File: src/inc/cocs_pkg.sv
package cocs_pkg;
    localparam int NPH = 3;
    localparam int N_NONDIR = 3;
    localparam int N_DIR = 4;
    localparam int NSTAGE = N_NONDIR + N_DIR;
    localparam int CUR_W = 16;
    localparam int DLY_W = 16;
    localparam int ADDR_W = 8;
    localparam int DATA_W = 32;
    localparam int EV_W = 17;

    // register offsets
    localparam logic [ADDR_W-1:0] OFS_CTRL = 8'h00;
    localparam logic [ADDR_W-1:0] OFS_CLEARING_DELAY = 8'h04;
    localparam logic [ADDR_W-1:0] OFS_LAST_FAULT_CURRENT = 8'h08;
    localparam logic [ADDR_W-1:0] OFS_STATUS = 8'h0c;
    localparam logic [ADDR_W-1:0] OFS_LARGEST_FAULT_CURRENT = 8'h10;

    // control register fields
    localparam int CTRL_PH_START_RISE = 0;
    localparam int CTRL_PH_START_FALL = 1;
    localparam int CTRL_CB_START_RISE = 2;
    localparam int CTRL_CB_START_FALL = 3;
    localparam int CTRL_PH_TRIP_RISE = 4;
    localparam int CTRL_PH_TRIP_FALL = 5;
    localparam int CTRL_CB_TRIP_RISE = 6;
    localparam int CTRL_CB_TRIP_FALL = 7;
    localparam int CTRL_GROW_SUPPRESS = 8;
    localparam int CTRL_STAGE_EN_LSB = 16;
    localparam int CTRL_W = CTRL_STAGE_EN_LSB + NSTAGE;
    localparam logic [CTRL_W-1:0] CTRL_RESET = 23'h7f00ff;
    localparam logic [DLY_W-1:0] CLEARING_DELAY_RESET = 16'h0000;

    // event mask bit positions
    localparam int EV_PH_START_RISE = 0;
    localparam int EV_PH_START_FALL = 3;
    localparam int EV_CB_START_RISE = 6;
    localparam int EV_CB_START_FALL = 7;
    localparam int EV_PH_TRIP_RISE = 8;
    localparam int EV_PH_TRIP_FALL = 11;
    localparam int EV_CB_TRIP_RISE = 14;
    localparam int EV_CB_TRIP_FALL = 15;
    localparam int EV_GROWING = 16;

    // timing
    localparam longint CLK_PERIOD_PS = 8000;
    localparam longint SECOND_PS = 1000000000000;
    localparam int TICK_CYCLES = int'(SECOND_PS / CLK_PERIOD_PS);

    typedef struct packed {
        logic [NPH-1:0] start;
        logic [NPH-1:0] trip;
        logic [CUR_W-1:0] current;
    } cocs_stage_s;

    typedef struct packed {
        logic valid;
        logic [EV_W-1:0] mask;
        logic [CUR_W-1:0] current;
    } cocs_event_s;

    typedef struct packed {
        logic trip;
        logic start;
        logic [NPH-1:0] phases;
    } cocs_fault_type_s;

    typedef struct packed {
        logic combined_trip_flag;
        logic combined_start_flag;
        logic [NPH-1:0] trip_flags;
        logic [NPH-1:0] start_flags;
    } cocs_matrix_s;
endpackage

File: src/hw/cocs_top.sv
// What this block does
// Collect indications, types and currents of enabled stages; report as event log entries.
// Only the three non-directional and four directional stages are aggregated.
// Keep latest fault amplitude in a register that software may overwrite.
// While start or trip is live, report fault type separately.
// Drive each active phase start or trip flag into the output matrix.
// Per-phase start flag: 1 while start present, 0 after clearing delay.
// Combined start flag is OR of the three phase start flags.
// Hold status after fault ends until the 0..65535 s clearing delay elapses.
// Combined start rise makes an event when its rise enable is on.
// Combined start fall makes an event when its fall enable is on.
// A setting suppresses or allows repeated events for a growing fault.
// Alarm display shows latest fault current when it is the largest so far.
// Phase start rise and fall enables apply to all three phases together.
// Per-phase trip flag: 1 while trip on, 0 after clearing delay.
// Combined trip flag is OR of the three phase trip flags.
// After the fault clears, all activated matrix signals release.
module cocs_top #(
    parameter int TICK_CYC = cocs_pkg::TICK_CYCLES
) (
    input wire logic i_clk_sys, // 125 MHz clock
    input wire logic i_rst_n, // async reset, active low
    input wire cocs_pkg::cocs_stage_s [cocs_pkg::NSTAGE-1:0] i_stage, // stages 0-2 nondir, 3-6 dir
    input wire logic [cocs_pkg::ADDR_W-1:0] i_addr, // register byte address
    input wire logic [cocs_pkg::DATA_W-1:0] i_wr_data, // write data
    input wire logic i_wr_en, // write strobe
    input wire logic i_rd_en, // read strobe
    output logic [cocs_pkg::DATA_W-1:0] o_rd_data, // read data, cycle after strobe
    output cocs_pkg::cocs_event_s o_event, // event log entry
    output cocs_pkg::cocs_matrix_s o_matrix, // output matrix sources
    output cocs_pkg::cocs_fault_type_s o_fault_type, // live fault type
    output logic [cocs_pkg::CUR_W-1:0] o_alarm_current, // alarm screen current
    output logic o_alarm_show // alarm screen shows current
);
    import cocs_pkg::*;

    logic [CTRL_W-1:0] ctrl_r;
    logic [DLY_W-1:0] clearing_delay_r;
    logic [CUR_W-1:0] last_fault_current_r;
    logic [CUR_W-1:0] largest_r;
    logic [NPH-1:0] start_flag_r;
    logic [NPH-1:0] trip_flag_r;
    logic [NPH-1:0] start_prev_r;
    logic [NPH-1:0] trip_prev_r;
    logic live_prev_r;
    logic [DLY_W-1:0] sec_cnt_r;
    logic [31:0] div_cnt_r;
    logic [NPH-1:0] raw_start;
    logic [NPH-1:0] raw_trip;
    logic [CUR_W-1:0] agg_cur;
    logic live_any;
    logic release_now;
    logic combined_start_flag;
    logic combined_trip_flag;
    logic cb_start_prev;
    logic cb_trip_prev;
    logic growing;
    logic cur_update;
    logic [EV_W-1:0] ev_nxt;
    logic [DATA_W-1:0] rd_nxt;
    logic wr_last;

    // gather enabled stages only; nothing else feeds this block
    always_comb begin
        raw_start = '0;
        raw_trip = '0;
        agg_cur = '0;
        for (int s = 0; s < NSTAGE; s++) begin
            if (ctrl_r[CTRL_STAGE_EN_LSB+s]) begin
                raw_start = raw_start | i_stage[s].start;
                raw_trip = raw_trip | i_stage[s].trip;
                if ((|i_stage[s].start || |i_stage[s].trip) && i_stage[s].current > agg_cur) begin
                    agg_cur = i_stage[s].current;
                end
            end
        end
    end

    assign live_any = |raw_start || |raw_trip;
    assign combined_start_flag = |start_flag_r;
    assign combined_trip_flag = |trip_flag_r;
    assign cb_start_prev = |start_prev_r;
    assign cb_trip_prev = |trip_prev_r;
    assign release_now = !live_any && (sec_cnt_r == '0);
    assign growing = live_prev_r && live_any && (agg_cur > last_fault_current_r);
    assign cur_update = live_any && (!live_prev_r || agg_cur > last_fault_current_r);
    assign wr_last = i_wr_en && (i_addr == OFS_LAST_FAULT_CURRENT);

    // clearing delay: reload while live, count whole seconds after
    always_ff @(posedge i_clk_sys or negedge i_rst_n) begin
        if (!i_rst_n) begin
            sec_cnt_r <= '0;
            div_cnt_r <= '0;
        end else if (live_any) begin
            sec_cnt_r <= clearing_delay_r;
            div_cnt_r <= '0;
        end else if (sec_cnt_r != '0) begin
            if (div_cnt_r == 32'(TICK_CYC - 1)) begin
                div_cnt_r <= '0;
                sec_cnt_r <= sec_cnt_r - 16'h0001;
            end else begin
                div_cnt_r <= div_cnt_r + 32'h0000_0001;
            end
        end
    end

    // phase flags: set wins, release only on delay expiry
    always_ff @(posedge i_clk_sys or negedge i_rst_n) begin
        if (!i_rst_n) begin
            start_flag_r <= '0;
            trip_flag_r <= '0;
        end else if (live_any) begin
            start_flag_r <= start_flag_r | raw_start;
            trip_flag_r <= trip_flag_r | raw_trip;
        end else if (release_now) begin
            start_flag_r <= '0;
            trip_flag_r <= '0;
        end
    end

    always_ff @(posedge i_clk_sys or negedge i_rst_n) begin
        if (!i_rst_n) begin
            start_prev_r <= '0;
            trip_prev_r <= '0;
            live_prev_r <= 1'b0;
        end else begin
            start_prev_r <= start_flag_r;
            trip_prev_r <= trip_flag_r;
            live_prev_r <= live_any;
        end
    end

    // event word from flag edges, gated by enables
    always_comb begin
        ev_nxt = '0;
        for (int p = 0; p < NPH; p++) begin
            ev_nxt[EV_PH_START_RISE+p] = start_flag_r[p] && !start_prev_r[p]
                && ctrl_r[CTRL_PH_START_RISE];
            ev_nxt[EV_PH_START_FALL+p] = !start_flag_r[p] && start_prev_r[p]
                && ctrl_r[CTRL_PH_START_FALL];
            ev_nxt[EV_PH_TRIP_RISE+p] = trip_flag_r[p] && !trip_prev_r[p]
                && ctrl_r[CTRL_PH_TRIP_RISE];
            ev_nxt[EV_PH_TRIP_FALL+p] = !trip_flag_r[p] && trip_prev_r[p]
                && ctrl_r[CTRL_PH_TRIP_FALL];
        end
        ev_nxt[EV_CB_START_RISE] = combined_start_flag && !cb_start_prev
            && ctrl_r[CTRL_CB_START_RISE];
        ev_nxt[EV_CB_START_FALL] = !combined_start_flag && cb_start_prev
            && ctrl_r[CTRL_CB_START_FALL];
        ev_nxt[EV_CB_TRIP_RISE] = combined_trip_flag && !cb_trip_prev
            && ctrl_r[CTRL_CB_TRIP_RISE];
        ev_nxt[EV_CB_TRIP_FALL] = !combined_trip_flag && cb_trip_prev
            && ctrl_r[CTRL_CB_TRIP_FALL];
        // repeated events while the fault grows
        if (growing && !ctrl_r[CTRL_GROW_SUPPRESS]) begin
            ev_nxt[EV_GROWING] = 1'b1;
            if (combined_start_flag && ctrl_r[CTRL_CB_START_RISE]) begin
                ev_nxt[EV_CB_START_RISE] = 1'b1;
            end
            if (combined_trip_flag && ctrl_r[CTRL_CB_TRIP_RISE]) begin
                ev_nxt[EV_CB_TRIP_RISE] = 1'b1;
            end
        end
    end

    always_ff @(posedge i_clk_sys or negedge i_rst_n) begin
        if (!i_rst_n) begin
            o_event <= '0;
        end else begin
            o_event.valid <= |ev_nxt;
            o_event.mask <= ev_nxt;
            o_event.current <= last_fault_current_r;
        end
    end

    // latest and largest fault current; hardware update wins over write
    always_ff @(posedge i_clk_sys or negedge i_rst_n) begin
        if (!i_rst_n) begin
            last_fault_current_r <= '0;
        end else if (cur_update) begin
            last_fault_current_r <= agg_cur;
        end else if (wr_last) begin
            last_fault_current_r <= i_wr_data[CUR_W-1:0];
        end
    end

    always_ff @(posedge i_clk_sys or negedge i_rst_n) begin
        if (!i_rst_n) begin
            largest_r <= '0;
        end else if (cur_update && agg_cur > largest_r) begin
            largest_r <= agg_cur;
        end else if (i_wr_en && i_addr == OFS_LARGEST_FAULT_CURRENT) begin
            largest_r <= '0;
        end
    end

    always_ff @(posedge i_clk_sys or negedge i_rst_n) begin
        if (!i_rst_n) begin
            o_alarm_current <= '0;
            o_alarm_show <= 1'b0;
        end else begin
            o_alarm_current <= last_fault_current_r;
            o_alarm_show <= (last_fault_current_r != '0)
                && (last_fault_current_r >= largest_r);
        end
    end

    // matrix and fault type outputs
    always_ff @(posedge i_clk_sys or negedge i_rst_n) begin
        if (!i_rst_n) begin
            o_matrix <= '0;
            o_fault_type <= '0;
        end else begin
            o_matrix.start_flags <= start_flag_r;
            o_matrix.trip_flags <= trip_flag_r;
            o_matrix.combined_start_flag <= combined_start_flag;
            o_matrix.combined_trip_flag <= combined_trip_flag;
            o_fault_type.phases <= raw_start | raw_trip;
            o_fault_type.start <= |raw_start;
            o_fault_type.trip <= |raw_trip;
        end
    end

    // register writes
    always_ff @(posedge i_clk_sys or negedge i_rst_n) begin
        if (!i_rst_n) begin
            ctrl_r <= CTRL_RESET;
            clearing_delay_r <= CLEARING_DELAY_RESET;
        end else if (i_wr_en) begin
            if (i_addr == OFS_CTRL) begin
                ctrl_r <= i_wr_data[CTRL_W-1:0];
            end
            if (i_addr == OFS_CLEARING_DELAY) begin
                clearing_delay_r <= i_wr_data[DLY_W-1:0];
            end
        end
    end

    always_comb begin
        rd_nxt = '0;
        case (i_addr)
            OFS_CTRL: rd_nxt[CTRL_W-1:0] = ctrl_r;
            OFS_CLEARING_DELAY: rd_nxt[DLY_W-1:0] = clearing_delay_r;
            OFS_LAST_FAULT_CURRENT: rd_nxt[CUR_W-1:0] = last_fault_current_r;
            OFS_STATUS: rd_nxt[7:0] = {combined_trip_flag, trip_flag_r,
                combined_start_flag, start_flag_r};
            OFS_LARGEST_FAULT_CURRENT: rd_nxt[CUR_W-1:0] = largest_r;
            default: rd_nxt = '0;
        endcase
    end

    always_ff @(posedge i_clk_sys or negedge i_rst_n) begin
        if (!i_rst_n) begin
            o_rd_data <= '0;
        end else if (i_rd_en) begin
            o_rd_data <= rd_nxt;
        end else begin
            o_rd_data <= '0;
        end
    end
endmodule // cocs_top

File: config.mk
export PLATFORM = sky130hd
export DESIGN_NAME = cocs_top
export DESIGN_NICKNAME = d
export VERILOG_FILES = /design/src/inc/cocs_pkg.sv /design/src/hw/cocs_top.sv
export SDC_FILE = /design/constraint.sdc
export NUM_CORES = 1
export LEC_CHECK = 0
export BUFFER_PORTS_ARGS = -buffer_cell sky130_fd_sc_hd__buf_2
export CAP_MARGIN = 20
export CORE_MARGIN = 2
export CORE_UTILIZATION = 46
export DETAILED_ROUTE_END_ITERATION = 10
export PLACE_DENSITY = 0.68
export SYNTH_ARGS = -nofsm -noshare
export SYNTH_HDL_FRONTEND = slang
export SYNTH_SLANG_ARGS = --single-unit
File: constraint.sdc
create_clock -name i_clk_sys -period 17.5 [get_ports i_clk_sys]
set_input_delay 1.75 -clock i_clk_sys [delete_from_list [all_inputs] [get_ports i_clk_sys]]
set_output_delay 1.75 -clock i_clk_sys [all_outputs]
set_load 0.005 [all_outputs]
# == Word level (Yosys, flattened, before mapping) ==
# Cells that the tools add are included.
# word_totals
register_bits,206
inputBits,198
output_inout_bits,96
elab_cells,214
# op_classes
add_sub_neg,2
magnitude_cmp,10
eq_ne,5
muxes,50
bitwise_logic,15
reduce_logical,111
# ops
op,n
$mux W16,21
$gt A16 B16 Y1,8
$mux W32,3
$reduce_or A3 Y1,20
$mux W3,17
$logic_and A1 B1 Y1,50
$or A3 B3 Y3,15
$pmux W8 S5,1
$add A32 B1 Y32 const B,1
$eq A32 B32 Y1 const B,1
$pmux W8 S4,1
$reduce_bool A16 Y1,2
$mux W23,1
$logic_not A1 Y1,19
$reduce_or A17 Y1,1
$eq A8 B4 Y1 const B,2
$ge A16 B16 Y1,1
$gt A16 B1 Y1 const B,1
$logic_not A16 Y1,1
$sub A16 B1 Y16 const B,1
$reduce_bool A2 Y1,5
$logic_or A1 B1 Y1,9
$eq A8 B3 Y1 const B,1
$eq A8 B5 Y1 const B,1
4 further kinds,10

# == Logic depth before layout (Yosys ltp) ==
# Gate-level depths: netlist (run 1).
# depth
word_depth,34
mapped_depth,109
depth_no_buf,95

# == Worst setup path after synthesis (run 1) ==
# No wires, ideal clock.
# synth_timing
path_type,input port to flip-flop
from,in i_stage[20] (netlist name)
to,reg last_fault_current_r[10]
setup_time_ps,155
t_arrival_ps,18424
required_ps,17345
slack_ps,-1079
cell_stages,102
n_path_buf,13
cell_sequence,or4_1 o31a_1 and2_1 buf_2 clkbuf_1 nand2_1 ha_1 nand4_1 a2111o_1 a31oi_1 clkbuf_1 buf_1 nand2_1 o21ai_0 inv_1 ha_1 a21o_1 a21o_1 (+66 left out) a21oi_1 ha_1 nand4_1 nor2_1 nor2_1 nand2_1 a21oi_1 nor2b_1 o21ai_0 nand2b_1 a21oi_1 a21oi_1 inv_1 a21oi_1 and2_1 buf_1 clkbuf_1 a221oi_2
# synth_between
elab_chain_len,33
word_cells_on_any_way,49
cone_classes,order compare (7); mux (22); bitwise (6); reduce/logical (14)
# synth_lines
item,line_no,text
"start, declared",cocs_top.sv:23,"input wire cocs_pkg::cocs_stage_s [cocs_pkg::NSTAGE-1:0] i_stage,"
$reduce_or A3 Y1,cocs_top.sv:72,if ((|i_stage[s].start || |i_stage[s].trip) && i_stage[s].current > agg_cur) begin
$logic_or A1 B1 Y1,cocs_top.sv:72,
$logic_and A1 B1 Y1,cocs_top.sv:72,
$mux W16,cocs_top.sv:72,
$mux W16,cocs_top.sv:69,if (ctrl_r[CTRL_STAGE_EN_LSB+s]) begin
$gt A16 B16 Y1,cocs_top.sv:72,
$logic_and A1 B1 Y1,cocs_top.sv:72,
$mux W16,cocs_top.sv:72,
(+17 left out),n/a,
$gt A16 B16 Y1,cocs_top.sv:72,
$logic_and A1 B1 Y1,cocs_top.sv:72,
$mux W16,cocs_top.sv:72,
$mux W16,cocs_top.sv:69,
$gt A16 B16 Y1,cocs_top.sv:86,assign cur_update = live_any && (!live_prev_r || agg_cur > last_fault_current_r);
$logic_or A1 B1 Y1,cocs_top.sv:86,
$logic_and A1 B1 Y1,cocs_top.sv:86,
$mux W16 or $reduce_bool A2 Y1 (tied branches),n/a,
"end signal, assigned",cocs_top.sv:181,last_fault_current_r <= agg_cur;
"end signal, assigned",cocs_top.sv:183,last_fault_current_r <= i_wr_data[CUR_W-1:0];
"end, declared",cocs_top.sv:39,logic [CUR_W-1:0] last_fault_current_r;
# Parallel ways exist; a longest one is shown, timed or not.
# A chain may end at the register's enable or synchronous reset.

# == Worst setup path in the final report (run 1) ==
# layout_timing
from,in i_stage[17] (netlist name)
to,reg o_event[33] (netlist name)
# layout_between
elab_chain_len,34
word_cells_on_any_way,52
cone_classes,order compare (7); mux (24); bitwise (6); reduce/logical (15)
# layout_lines
item,line_no,text
$reduce_or A3 Y1,cocs_top.sv:72,
$logic_or A1 B1 Y1,cocs_top.sv:72,
$logic_and A1 B1 Y1,cocs_top.sv:72,
$mux W16,cocs_top.sv:72,
$mux W16,cocs_top.sv:69,
$gt A16 B16 Y1,cocs_top.sv:72,
$logic_and A1 B1 Y1,cocs_top.sv:72,
$mux W16,cocs_top.sv:72,
(+19 left out),n/a,
$mux W16,cocs_top.sv:72,
$mux W16,cocs_top.sv:69,
$gt A16 B16 Y1,cocs_top.sv:85,assign growing = live_prev_r && live_any && (agg_cur > last_fault_current_r);
$logic_and A1 B1 Y1 (*),cocs_top.sv:85,
$logic_and A1 B1 Y1 (*),cocs_top.sv:155,if (growing && !ctrl_r[CTRL_GROW_SUPPRESS]) begin
$mux W1 (*),cocs_top.sv:155,
via ev_nxt[16],cocs_top.sv:59,logic [EV_W-1:0] ev_nxt;
$reduce_or A17 Y1 (*),cocs_top.sv:170,o_event.valid <= |ev_nxt;
"end, declared",cocs_top.sv:29,"output cocs_pkg::cocs_event_s o_event,"
# Mark *: on every way through the listed nets, which the timed path passes. The rest lies on a longest branch.

==> results of run 1 <==
## timing repair
item | CTS | global route
hold buffers | 0 | 0
setup endpoints to repair | 36 | 36
gates cloned | 0 | 5
pin swaps | 3 | 92
endpoints found under the hold margin | 0 | 0
buffers inserted | 0 | 41
gates resized for setup | 20 | 190
## where the power goes
| part | leakage, nW | total, mW | switching, mW | internal (mW) |
|---|---|---|---|---|
| sequential | 2.52 | 0.638 | 0.103 | 0.535 |
| clock | 0.293 | 0.394 | 0.200 | 0.194 |
| combinational | 6.18 | 0.780 | 0.407 | 0.373 |
## cells in the mapped netlist, drive strengths merged (3+ instances only)
library cell and number:
and2 6, or2 3, a21o 31, o31ai 7, o221ai 3, and4 5
nor3b 6, a222oi 20, o311ai 4, mux2i 20, a21oi 110, nor4b 3
nand2 139, a221oi 21, nand3 31, a22oi 13, nor3 39, a211oi 24
or4 14, ha 139, nor2 102, dfstp 15, buf 39, nand2b 24
mux2 61, clkbuf 50, xnor2 8, inv 99, nor2b 19, o21ai 107
dfrtp 182, xor2 16, a31oi 31, and3 38, o31a 5, or3 13
nor4 15, nand4 29, o22ai 10, o211ai 3
## layout by cell type, fill, tap and decap left out, types with 20 or more instances in the layout
| cell type | Yosys | routed |
|---|---|---|
| buf_2 | 4 | 275 |
| buf_4 | 27 | 236 |
| dfrtp_1 | 182 | 182 |
| nand2_1 | 138 | 119 |
| ha_1 | 139 | 119 |
| nor2_1 | 102 | 94 |
| inv_1 | 99 | 90 |
| a21oi_1 | 101 | 79 |
| mux2_2 | 60 | 60 |
| o21ai_0 | 90 | 52 |
| o21ai_1 | 17 | 40 |
| nor3_1 | 39 | 38 |
| and3_1 | 38 | 37 |
| nand3_1 | 31 | 31 |
| a21o_1 | 31 | 30 |
| nand4_1 | 29 | 29 |
| a21oi_2 | 8 | 24 |
| a211oi_1 | 24 | 24 |
| nand2b_1 | 24 | 23 |
| a222oi_1 | 20 | 20 |
## cell type report
cell class	instances	area share (%)
Clock buffer	17	2.24
Inverter	99	1.96
Sequential cell	197	26.0
Clock inverter	15	0.981
Multi-Input combinational cell	1153	47.6
Tap cell	390	2.57
Antenna cell	4	0.0527
Timing Repair Buffer	537	18.5
## final timing paths
check                             from                    to  slack, ps  cells past startpoint
max in group asynchronous      i_rst_n          div_cnt_r[4]      14520                      2
max reg2reg                 ctrl_r[16]           o_event[33]       1890                     85
max                        i_stage[17]           o_event[33]        610                     87
min in group asynchronous      i_rst_n  clearing_delay_r[11]       1460                      1
min                        o_matrix[0]           o_event[16]        500                      1
min reg2reg                o_matrix[0]           o_event[16]        500                      1
## through the flow
stage                     hold WS [ps]  total power [mW]  worst slack (ps)  cells  setup TNS [ps]
final                              504              1.81               615   2412               0
after CTS                          511              1.75              9.26   2361               0
after detailed placement           492              1.34             -1130   2329          -34560
after global routing               528              1.93              -272   2408           -5590
after global placement             483              1.32              -756   2329          -21840
after floorplan                    424              1.03              20.6   1536               0
## cell families (layout without fill, tap and decap cells)
group | Yosys count | in the layout | synth area share [%]
other | 1 | 13 | 0.0268
XOR/XNOR | 24 | 24 | 1.50
adder cells (fa/ha/maj) | 140 | 140 | 12.5
AO/OA/AOI/OAI | 407 | 408 | 20.8
multiplexers | 81 | 81 | 6.34
AND/OR/NAND/NOR | 490 | 491 | 17.4
buffers and inverters | 188 | 668 | 5.98
flip-flops | 197 | 197 | 35.4
## flip-flops by register name (all words and copies together), names as in the netlist
signal	cells
start_flag_r	3
trip_flag_r	3
o_event	18
clearing_delay_r	16
o_alarm_current	16
o_fault_type	5
o_matrix	8
live_prev_r	1
largest_r	16
last_fault_current_r	16
o_rd_data	23
div_cnt_r	32
ctrl_r	23
sec_cnt_r	16
o_alarm_show	1
## per-layer routing
metal	vias to the layer above	share of wire, %	track usage, %
met5	-	0.14	0
met4	10	2.7	8.77
met3	91	7.1	5.84
met2	489	49	45.3
met1	6683	41	34.7
li1	6567	-	-
==> results.sh, run 1 <==
export IMPL_start_util_pct=46.9
export IMPL_nNetsFinal=2342
export IMPL_crit_path_max_fanout=22
export IMPL_pwr_density_cell_nw_per_um2=95.4
export IMPL_cts_num_sinks=197
export IMPL_die_x_um=178
export IMPL_ys_warn_count=0
export IMPL_status="finished clean"
export IMPL_slowest_delay_ps=540
export IMPL_die_y_um=178
export IMPL_critPathTopFamily="compound AO/OA/AOI/OAI gates"
export IMPL_num_fill_cells=2446
export IMPL_ir_worst_vdd_mv=0.0600
export IMPL_grt_start_max_net_pins=122
export IMPL_drive_above_1_share_pct=40.1
export IMPL_async_flop_share_pct=100
export IMPL_slew_headroom_pct=30.0
export IMPL_ys_top_cells_by_area="dfrtp_1 33%, ha_1 12%, mux2_2 4.8%"
export IMPL_post_route_min_period_ps=16890
export IMPL_cts_max_level=4
export IMPL_ios=294
export IMPL_seq_area_frac_synth_pct=35.4
export IMPL_register_area_um2=4950
export IMPL_synth_top_area_share_pct=32.6
export IMPL_synth_top_cell_by_area="dfrtp_1"
export IMPL_path_common_cell="buf_4"
export IMPL_cts_buffer_depth=2
export IMPL_antenna_found_initial=10
export IMPL_core_area_um2=29800
export IMPL_numPortBuffers=275
export IMPL_p_leak_nw=8.99
export IMPL_drtAntennaViolNets=0
export IMPL_syn_instance_count=1528
export IMPL_crit_path_end_kind="flip-flop"
export IMPL_fin_skew_ps=13.1
export IMPL_avgSynthCellArea_um2=9.15
export IMPL_utilization_pct=63.8
export IMPL_cp_slowest_cell="or4_4"
export IMPL_viasPerCell=5.74
export IMPL_wl_per_cell_um=18.7
export IMPL_worstPathRequired_ps=17810
export IMPL_period_share_pct=96.5
export IMPL_clock_latency_ps=450
export IMPL_ys_types=77
export IMPL_synth_seq_cells=197
export IMPL_grt_pass1_vias=13075
export IMPL_cts_inserted_buffers=17
export IMPL_area_delta_synth_final_pct=35.9
export IMPL_wl_um=45200
export IMPL_max_freq_ghz=0.0592
export IMPL_cts_tree="yes"
export IMPL_hold_viol=0
export IMPL_hold_path_class="reg2reg"
export IMPL_place_area_um2=17200
export IMPL_arrival_ps=17190
export IMPL_dr_total_vias=13840
export IMPL_multi_input_area_um2=9050
export IMPL_cap_viol_max_count=0
export IMPL_num_rows=63
export IMPL_startpoint_type="input pin"
export IMPL_grt_usage_pct=27.0
export IMPL_place_congestion=0.922
export IMPL_fin_area_um2=19000
export IMPL_dp_hpwl_um=34200
export IMPL_cts_root_buf="clkbuf_16"
export IMPL_syn_area_um2=14000
export IMPL_die_area_um2=31800
export IMPL_final_setup_viol_count=0
export IMPL_path_clk_slew_ps=80
export IMPL_synth_edff_count=0
export IMPL_post_route_drc_count=0
export IMPL_crit_type="in2reg"
export IMPL_synth_ff_type="dfrtp_1"
export IMPL_drt_first_iter_violations=913
export IMPL_crit_buf_inv=16
export IMPL_tightest_slew_ps=1050
export IMPL_drv_slew=0
export IMPL_gr_total_overflow=0
export IMPL_grt_pass1_wl_um=67400
export IMPL_dr_pass1_iters=6
Note: power is estimated with default switching activity, not from simulation.
==> run 2, diff against run 1 <==
CELL_PAD_IN_SITES_DETAIL_PLACEMENT = 1   (was not set)
CELL_PAD_IN_SITES_GLOBAL_PLACEMENT = 1   (was not set)
CORE_UTILIZATION = 38   (was 46)
PLACE_DENSITY = 0.73   (was 0.68)
==> run 2 against run 1 <==
The flow now finishes with violations (setup timing). Wire length up 29%. Register-to-register slack got worse by 930 ps. Clock power barely moved. First-iteration DRC count rose by 19%. Largest cell class unchanged. Critical endpoint is now largest_r[12]. Flip-flop and latch count did not move. Critical path depth rose by 11. Sequential share of layout area is 0.97 points lower. Non-clock buffer count rose by 25. Global-route usage decreased by 0.32 points. Worst setup slack lost 830 ps.
==> results.sh, run 2 (synthesis results as in run 1) <==
export IMPL_utilization_pct=54.2
export IMPL_wl_met1_um=23400
export IMPL_slew_headroom_pct=22.3
export IMPL_rsz0062_at_grt="yes"
export IMPL_grt_usage_pct=26.7
export IMPL_combPwrFrac_pct=45.8
export IMPL_top_regs="div_cnt_r: 32 flops, ctrl_r: 23 flops, o_rd_data: 23 flops"
export IMPL_clock_latency_ps=450
export IMPL_dr_wl_met3_um=3120
export IMPL_sequentialPowerShare_pct=33.6
export IMPL_crit_path_max_fanout=12
export IMPL_crit_type="in2reg"
export IMPL_internal_power_mw=1.15
export IMPL_cts_num_sinks=197
export IMPL_cap_viol_max_count=0
export IMPL_register_area_um2=4950
export IMPL_timing_rr_end="largest_r[12]"
export IMPL_critPathTopFamily="compound AO/OA/AOI/OAI gates"
export IMPL_num_fill_cells=4195
export IMPL_die_area_um2=38300
export IMPL_nNetsFinal=2369
export IMPL_p_leak_nw=9.21
export IMPL_dr_total_vias=14678
export IMPL_largest_register_ffs=32
export IMPL_rr_worst_depth=96
export IMPL_crit_path_end_kind="flip-flop"
export IMPL_cts_max_level=4
export IMPL_dr_pass1_iters=7
export IMPL_postCtsHoldBufs=0
export IMPL_drt_first_iter_violations=1091
export IMPL_multi_input_area_um2=9420
export IMPL_drtAntennaViolNets=0
export IMPL_ir_worst_vdd_mv=0.0778
export IMPL_num_rows=70
export IMPL_max_freq_ghz=0.0565
export IMPL_post_route_min_period_ps=17710
export IMPL_holdPathEnd="o_event[26]"
export IMPL_slowest_delay_ps=560
export IMPL_crit_buf_inv=18
export IMPL_hold_viol=0
export IMPL_routed_top_layer="met5"
export IMPL_place_congestion=0.903
export IMPL_cts_root_buf="clkbuf_16"
export IMPL_wl_per_cell_um=23.2
export IMPL_regMostFlops="div_cnt_r"
export IMPL_dp_hpwl_um=40100
export IMPL_grt_pass1_vias=14843
export IMPL_antenna_found_initial=8
export IMPL_post_route_drc_count=0
export IMPL_status="finished, violations left"
export IMPL_area_delta_synth_final_pct=41.2
export IMPL_cts_tree="yes"
export IMPL_drv_slew=0
export IMPL_wl_um=58400
export IMPL_gr_total_overflow=0
export IMPL_die_y_um=196
export IMPL_hold_path_class="reg2reg"
export IMPL_start_util_pct=38.4
export IMPL_worstPathRequired_ps=17830
export IMPL_final_common_cell="buf_2"
export IMPL_final_cell_mix="276 x buf_2, 252 x buf_4, 182 x dfrtp_1"
export IMPL_hp_start="o_matrix[5]"
export IMPL_fin_ws_ps=-212
export IMPL_cts_inserted_buffers=17
export IMPL_hold_depth=1
export IMPL_cp_slowest_cell="or4_4"
export IMPL_startpoint_type="input pin"
export IMPL_die_x_um=196
export IMPL_tightest_slew_ps=1160
export IMPL_power_switching_mw=0.769
export IMPL_viasPerCell=5.83
export IMPL_met2_length_um=29900
export IMPL_placed_cells=2435
export IMPL_final_setup_viol_count=27
export IMPL_fin_skew_ps=12.2
export IMPL_period_share_pct=101
export IMPL_violations="setup timing"
export IMPL_p_clk_share_pct=20.6
export IMPL_ios=294
export IMPL_drive_above_1_share_pct=43.0
export IMPL_core_area_um2=36400
export IMPL_pwr_density_cell_nw_per_um2=97.0
export IMPL_pre_cts_slack_ps=-1730
export IMPL_grt_pass1_wl_um=80600
export IMPL_p_sw_share_pct=40.2
export IMPL_cts_buffer_depth=2
export IMPL_tns_ps=-3210
export IMPL_numPortBuffers=275
export IMPL_arrival_ps=18040
export IMPL_path_clk_slew_ps=80
export IMPL_r2r_start="ctrl_r[16]"
export IMPL_instances_no_fill=2518
export IMPL_rrSetupSlack_ps=960
export IMPL_grt_start_max_net_pins=119
==> run 2: area by class of cell <==
class | count | area share, %
Multi-Input combinational cell | 1155 | 47.7
Sequential cell | 197 | 25.1
Timing Repair Buffer | 562 | 19.4
Tap cell | 468 | 2.97
Clock buffer | 19 | 2.19
Inverter | 99 | 1.89
Clock inverter | 13 | 0.735
Antenna cell | 5 | 0.0634
==> run 2: power groups by stage <==
| stage | clock (mW) | combinational (mW) | sequential [mW] |
|---|---|---|---|
| final | 0.395 | 0.876 | 0.644 |
| after global routing | 0.418 | 0.947 | 0.654 |
| after CTS | 0.401 | 0.772 | 0.641 |
| after detailed placement | 0 | 0.745 | 0.649 |
| after global placement | 0 | 0.707 | 0.643 |
| after floorplan | 0 | 0.428 | 0.604 |
==> run 2: per-stage QoR <==
stage / hold slack [ps] / power [mW] / area [um2]
2_1_floorplan: 424 / 1.03 / 14100
3_3_place_gp: 483 / 1.35 / 17500
3_5_place_dp: 490 / 1.39 / 17500
6_report: 498 / 1.91 / 19700
5_1_grt: 517 / 2.02 / 19700
4_1_cts: 506 / 1.81 / 18500
==> run 2: per-layer routing <==
layer  vias to the layer above  GRT usage, %
met3                       152          4.92
met2                       537          47.4
met4                         8          8.70
met1                      7373          32.7
met5                         -             0
li1                       6608             -
==> run 2: repair_timing <==
action                     CTS  global route
gates resized for setup     74           197
gates cloned                 4             8
setup endpoints to repair   36            36
buffers inserted            12            22
pin swaps                   18           101
==> run 2: worst reg2reg max path: cells and delay by family (launching register included) <==
family / cells / cell delay, ps
fa+ha+maj: 7 / 1890
mux: 2 / 510
compound gates: 42 / 6910
simple gates: 28 / 3800
buf+inv: 17 / 2690
flops: 1 / 630
==> run 2: how the worst max path moves through the flow <==
| stage | start | end | slack [ps] | cells past startpoint |
|---|---|---|---|---|
| floorplan | i_stage[20] | o_event[33] | 20 | 99 |
| global placement | i_stage[20] | o_event[33] | -1110 | 94 |
| detailed placement | i_stage[20] | o_event[33] | -1730 | 98 |
| CTS | i_stage[20] | o_event[33] | 30 | 100 |
| global route | i_stage[17] | largest_r[13] | -760 | 98 |
| finish | i_stage[17] | largest_r[12] | -210 | 98 |
==> run 3, diff against run 2 <==
ABC_AREA = 1   (was not set)
CORE_UTILIZATION = 36   (was 38)
CTS_CLUSTER_DIAMETER = 80   (was not set)
==> run 3 against run 2 <==
The run now ends clean. Highest routed layer unchanged. Critical endpoint is now largest_r[0]. Global-route usage decreased by 2.7 points. Core utilization decreased by 11 points. Critical path type unchanged. Combinational power increased by 76%. Final cell count increased by 0.68%.
==> results.sh, run 3 <==
export IMPL_status="finished clean"
export IMPL_synth_top_cell_by_area="dfrtp_1"
export IMPL_dr_total_vias=13344
export IMPL_wl_per_cell_um=18.4
export IMPL_rrSetupSlack_ps=2620
export IMPL_rsz0062_at_grt="no"
export IMPL_ys_top_cells_by_area="dfrtp_1 34%, ha_1 13%, nand2_1 12%"
export IMPL_cts_inserted_buffers=17
export IMPL_async_flop_share_pct=100
export IMPL_post_route_min_period_ps=15810
export IMPL_place_congestion=0.881
export IMPL_slowest_delay_ps=410
export IMPL_drv_slew=0
export IMPL_drtAntennaViolNets=0
export IMPL_period_share_pct=90.3
export IMPL_synth_edff_count=0
export IMPL_grt_usage_pct=24.0
export IMPL_core_area_um2=37300
export IMPL_syn_area_um2=13500
export IMPL_synth_seq_cells=197
export IMPL_post_route_drc_count=0
export IMPL_grt_start_max_net_pins=129
export IMPL_dr_pass1_iters=5
export IMPL_dp_hpwl_um=38300
export IMPL_tns_ps=0
export IMPL_ios=294
export IMPL_viasPerCell=5.26
export IMPL_worstPathRequired_ps=17840
export IMPL_crit_path_max_fanout=32
export IMPL_fin_skew_ps=10.5
export IMPL_max_freq_ghz=0.0633
export IMPL_num_rows=71
export IMPL_cts_num_sinks=197
export IMPL_ys_types=56
export IMPL_seq_area_frac_synth_pct=36.6
export IMPL_synthTopCellsByCount="431 x nand2_1, 210 x inv_1, 182 x dfrtp_1, 155 x o21ai_0, 139 x ha_1"
export IMPL_die_y_um=198
export IMPL_syn_instance_count=1805
export IMPL_drt_first_iter_violations=587
export IMPL_regMostFlops="div_cnt_r"
export IMPL_top_regs="div_cnt_r: 32 flops, ctrl_r: 23 flops, o_rd_data: 23 flops"
export IMPL_numPortBuffers=275
export IMPL_critPathTopFamily="simple AND/OR/NAND/NOR gates"
export IMPL_clock_latency_ps=450
export IMPL_grt_pass1_wl_um=72900
export IMPL_ys_warn_count=0
export IMPL_synth_most_common_cell="nand2_1"
export IMPL_tightest_slew_ps=1250
export IMPL_gr_total_overflow=0
export IMPL_multi_input_area_um2=7430
export IMPL_crit_buf_inv=7
export IMPL_die_x_um=198
export IMPL_path_clk_slew_ps=70
export IMPL_synth_top_area_share_pct=33.7
export IMPL_final_setup_viol_count=0
export IMPL_hold_viol=0
export IMPL_final_cell_mix="429 x nand2_1, 274 x buf_2, 210 x inv_1"
export IMPL_drive_above_1_share_pct=18.0
export IMPL_slew_headroom_pct=15.5
export IMPL_avgSynthCellArea_um2=7.49
export IMPL_num_fill_cells=4757
export IMPL_arrival_ps=16140
export IMPL_hp_start="last_fault_current_r[14]"
export IMPL_r2r_start="ctrl_r[16]"
export IMPL_placed_cells=2495
export IMPL_crit_type="in2reg"
export IMPL_cts_tree="yes"
export IMPL_register_area_um2=4950
export IMPL_area_delta_synth_final_pct=17.8
export IMPL_power_mw=2.57
export IMPL_cp_slowest_cell="nand2_2"
export IMPL_largest_register_ffs=32
export IMPL_die_area_um2=39100
export IMPL_cts_max_level=4
export IMPL_wl_um=46700
export IMPL_p_leak_nw=7.95
export IMPL_instances_no_fill=2535
export IMPL_ir_worst_vdd_mv=0.104
export IMPL_grt_pass1_vias=13691
export IMPL_holdPathEnd="o_alarm_current[14]"
export IMPL_timing_rr_end="largest_r[0]"
export IMPL_cts_root_buf="clkbuf_16"
export IMPL_path_common_cell="nand2_1"
export IMPL_crit_path_end_kind="flip-flop"
export IMPL_cap_viol_max_count=0
export IMPL_cts_buffer_depth=2
export IMPL_rr_worst_depth=71
export IMPL_startpoint_type="input pin"
export IMPL_hold_path_class="reg2reg"
export IMPL_start_util_pct=36.3
export IMPL_synth_ff_type="dfrtp_1"
export IMPL_nNetsFinal=2378
export IMPL_final_common_cell="nand2_1"
export IMPL_pwr_density_cell_nw_per_um2=161
export IMPL_hold_depth=0
export IMPL_antenna_found_initial=18
run 3: power breakdown:
| group | internal [mW] | leakage, nW | switching (mW) |
|---|---|---|---|
| clock | 0.261 | 0.312 | 0.178 |
| sequential | 0.540 | 2.48 | 0.0526 |
| combinational | 0.516 | 5.15 | 1.02 |
run 3: cell families after synthesis:
| group | after synthesis | share of synthesized area, % |
|---|---|---|
| AO/OA/AOI/OAI | 392 | 16.9 |
| XOR/XNOR | 5 | 0.324 |
| flip-flops | 197 | 36.6 |
| other | 1 | 0.0277 |
| adder cells (fa/ha/maj) | 139 | 12.9 |
| AND/OR/NAND/NOR | 776 | 24.3 |
| buffers and inverters | 294 | 8.94 |
| multiplexers | 1 | 0.0832 |
run 3: layout make-up:
cell class	instances	share of cell area, %
Timing Repair Buffer	284	9.24
Clock inverter	12	1.26
Inverter	219	5.16
Sequential cell	197	31.0
Tap cell	474	3.72
Clock buffer	19	2.84
Antenna cell	8	0.126
Multi-Input combinational cell	1322	46.6
run 3: worst max path at each step:
stage	from	to	depth (start not counted)
after global placement	i_stage[15]	largest_r[0]	75
after CTS	i_stage[15]	largest_r[0]	75
final	i_stage[15]	largest_r[0]	74
after global routing	i_stage[4]	last_fault_current_r[6]	76
after floorplan	i_stage[15]	last_fault_current_r[12]	87
after detailed placement	i_stage[15]	largest_r[0]	75
run 3: per-layer routing:
layer  vias to the layer above  wire length (um)  track usage [%]
met5                         -               127                0
met3                        82              2380             5.14
met2                       281             22600             40.8
li1                       6542                 -                -
met4                        18              1230             7.77
met1                      6421             20400             30.3
run 3: timing repair:
item | CTS | global route
hold buffers | 0 | 0
setup endpoints to repair | 0 | 33
endpoints found under the hold margin | 0 | 0
gates resized for setup | 0 | 5
buffers inserted | 0 | 0
run 3: stage by stage:
| step | utilization (%) | setup slack [ps] | hold WS (ps) | instance area [um2] |
|---|---|---|---|---|
| 6_report | 42.7 | 1690 | 411 | 15900 |
| 5_1_grt | 42.7 | 2.98 | 425 | 15900 |
| 4_1_cts | 42.5 | 885 | 414 | 15900 |
| 3_5_place_dp | 40.8 | 488 | 398 | 15200 |
| 3_3_place_gp | 40.8 | 1020 | 397 | 15200 |
| 2_1_floorplan | - | 3510 | 380 | 13600 |
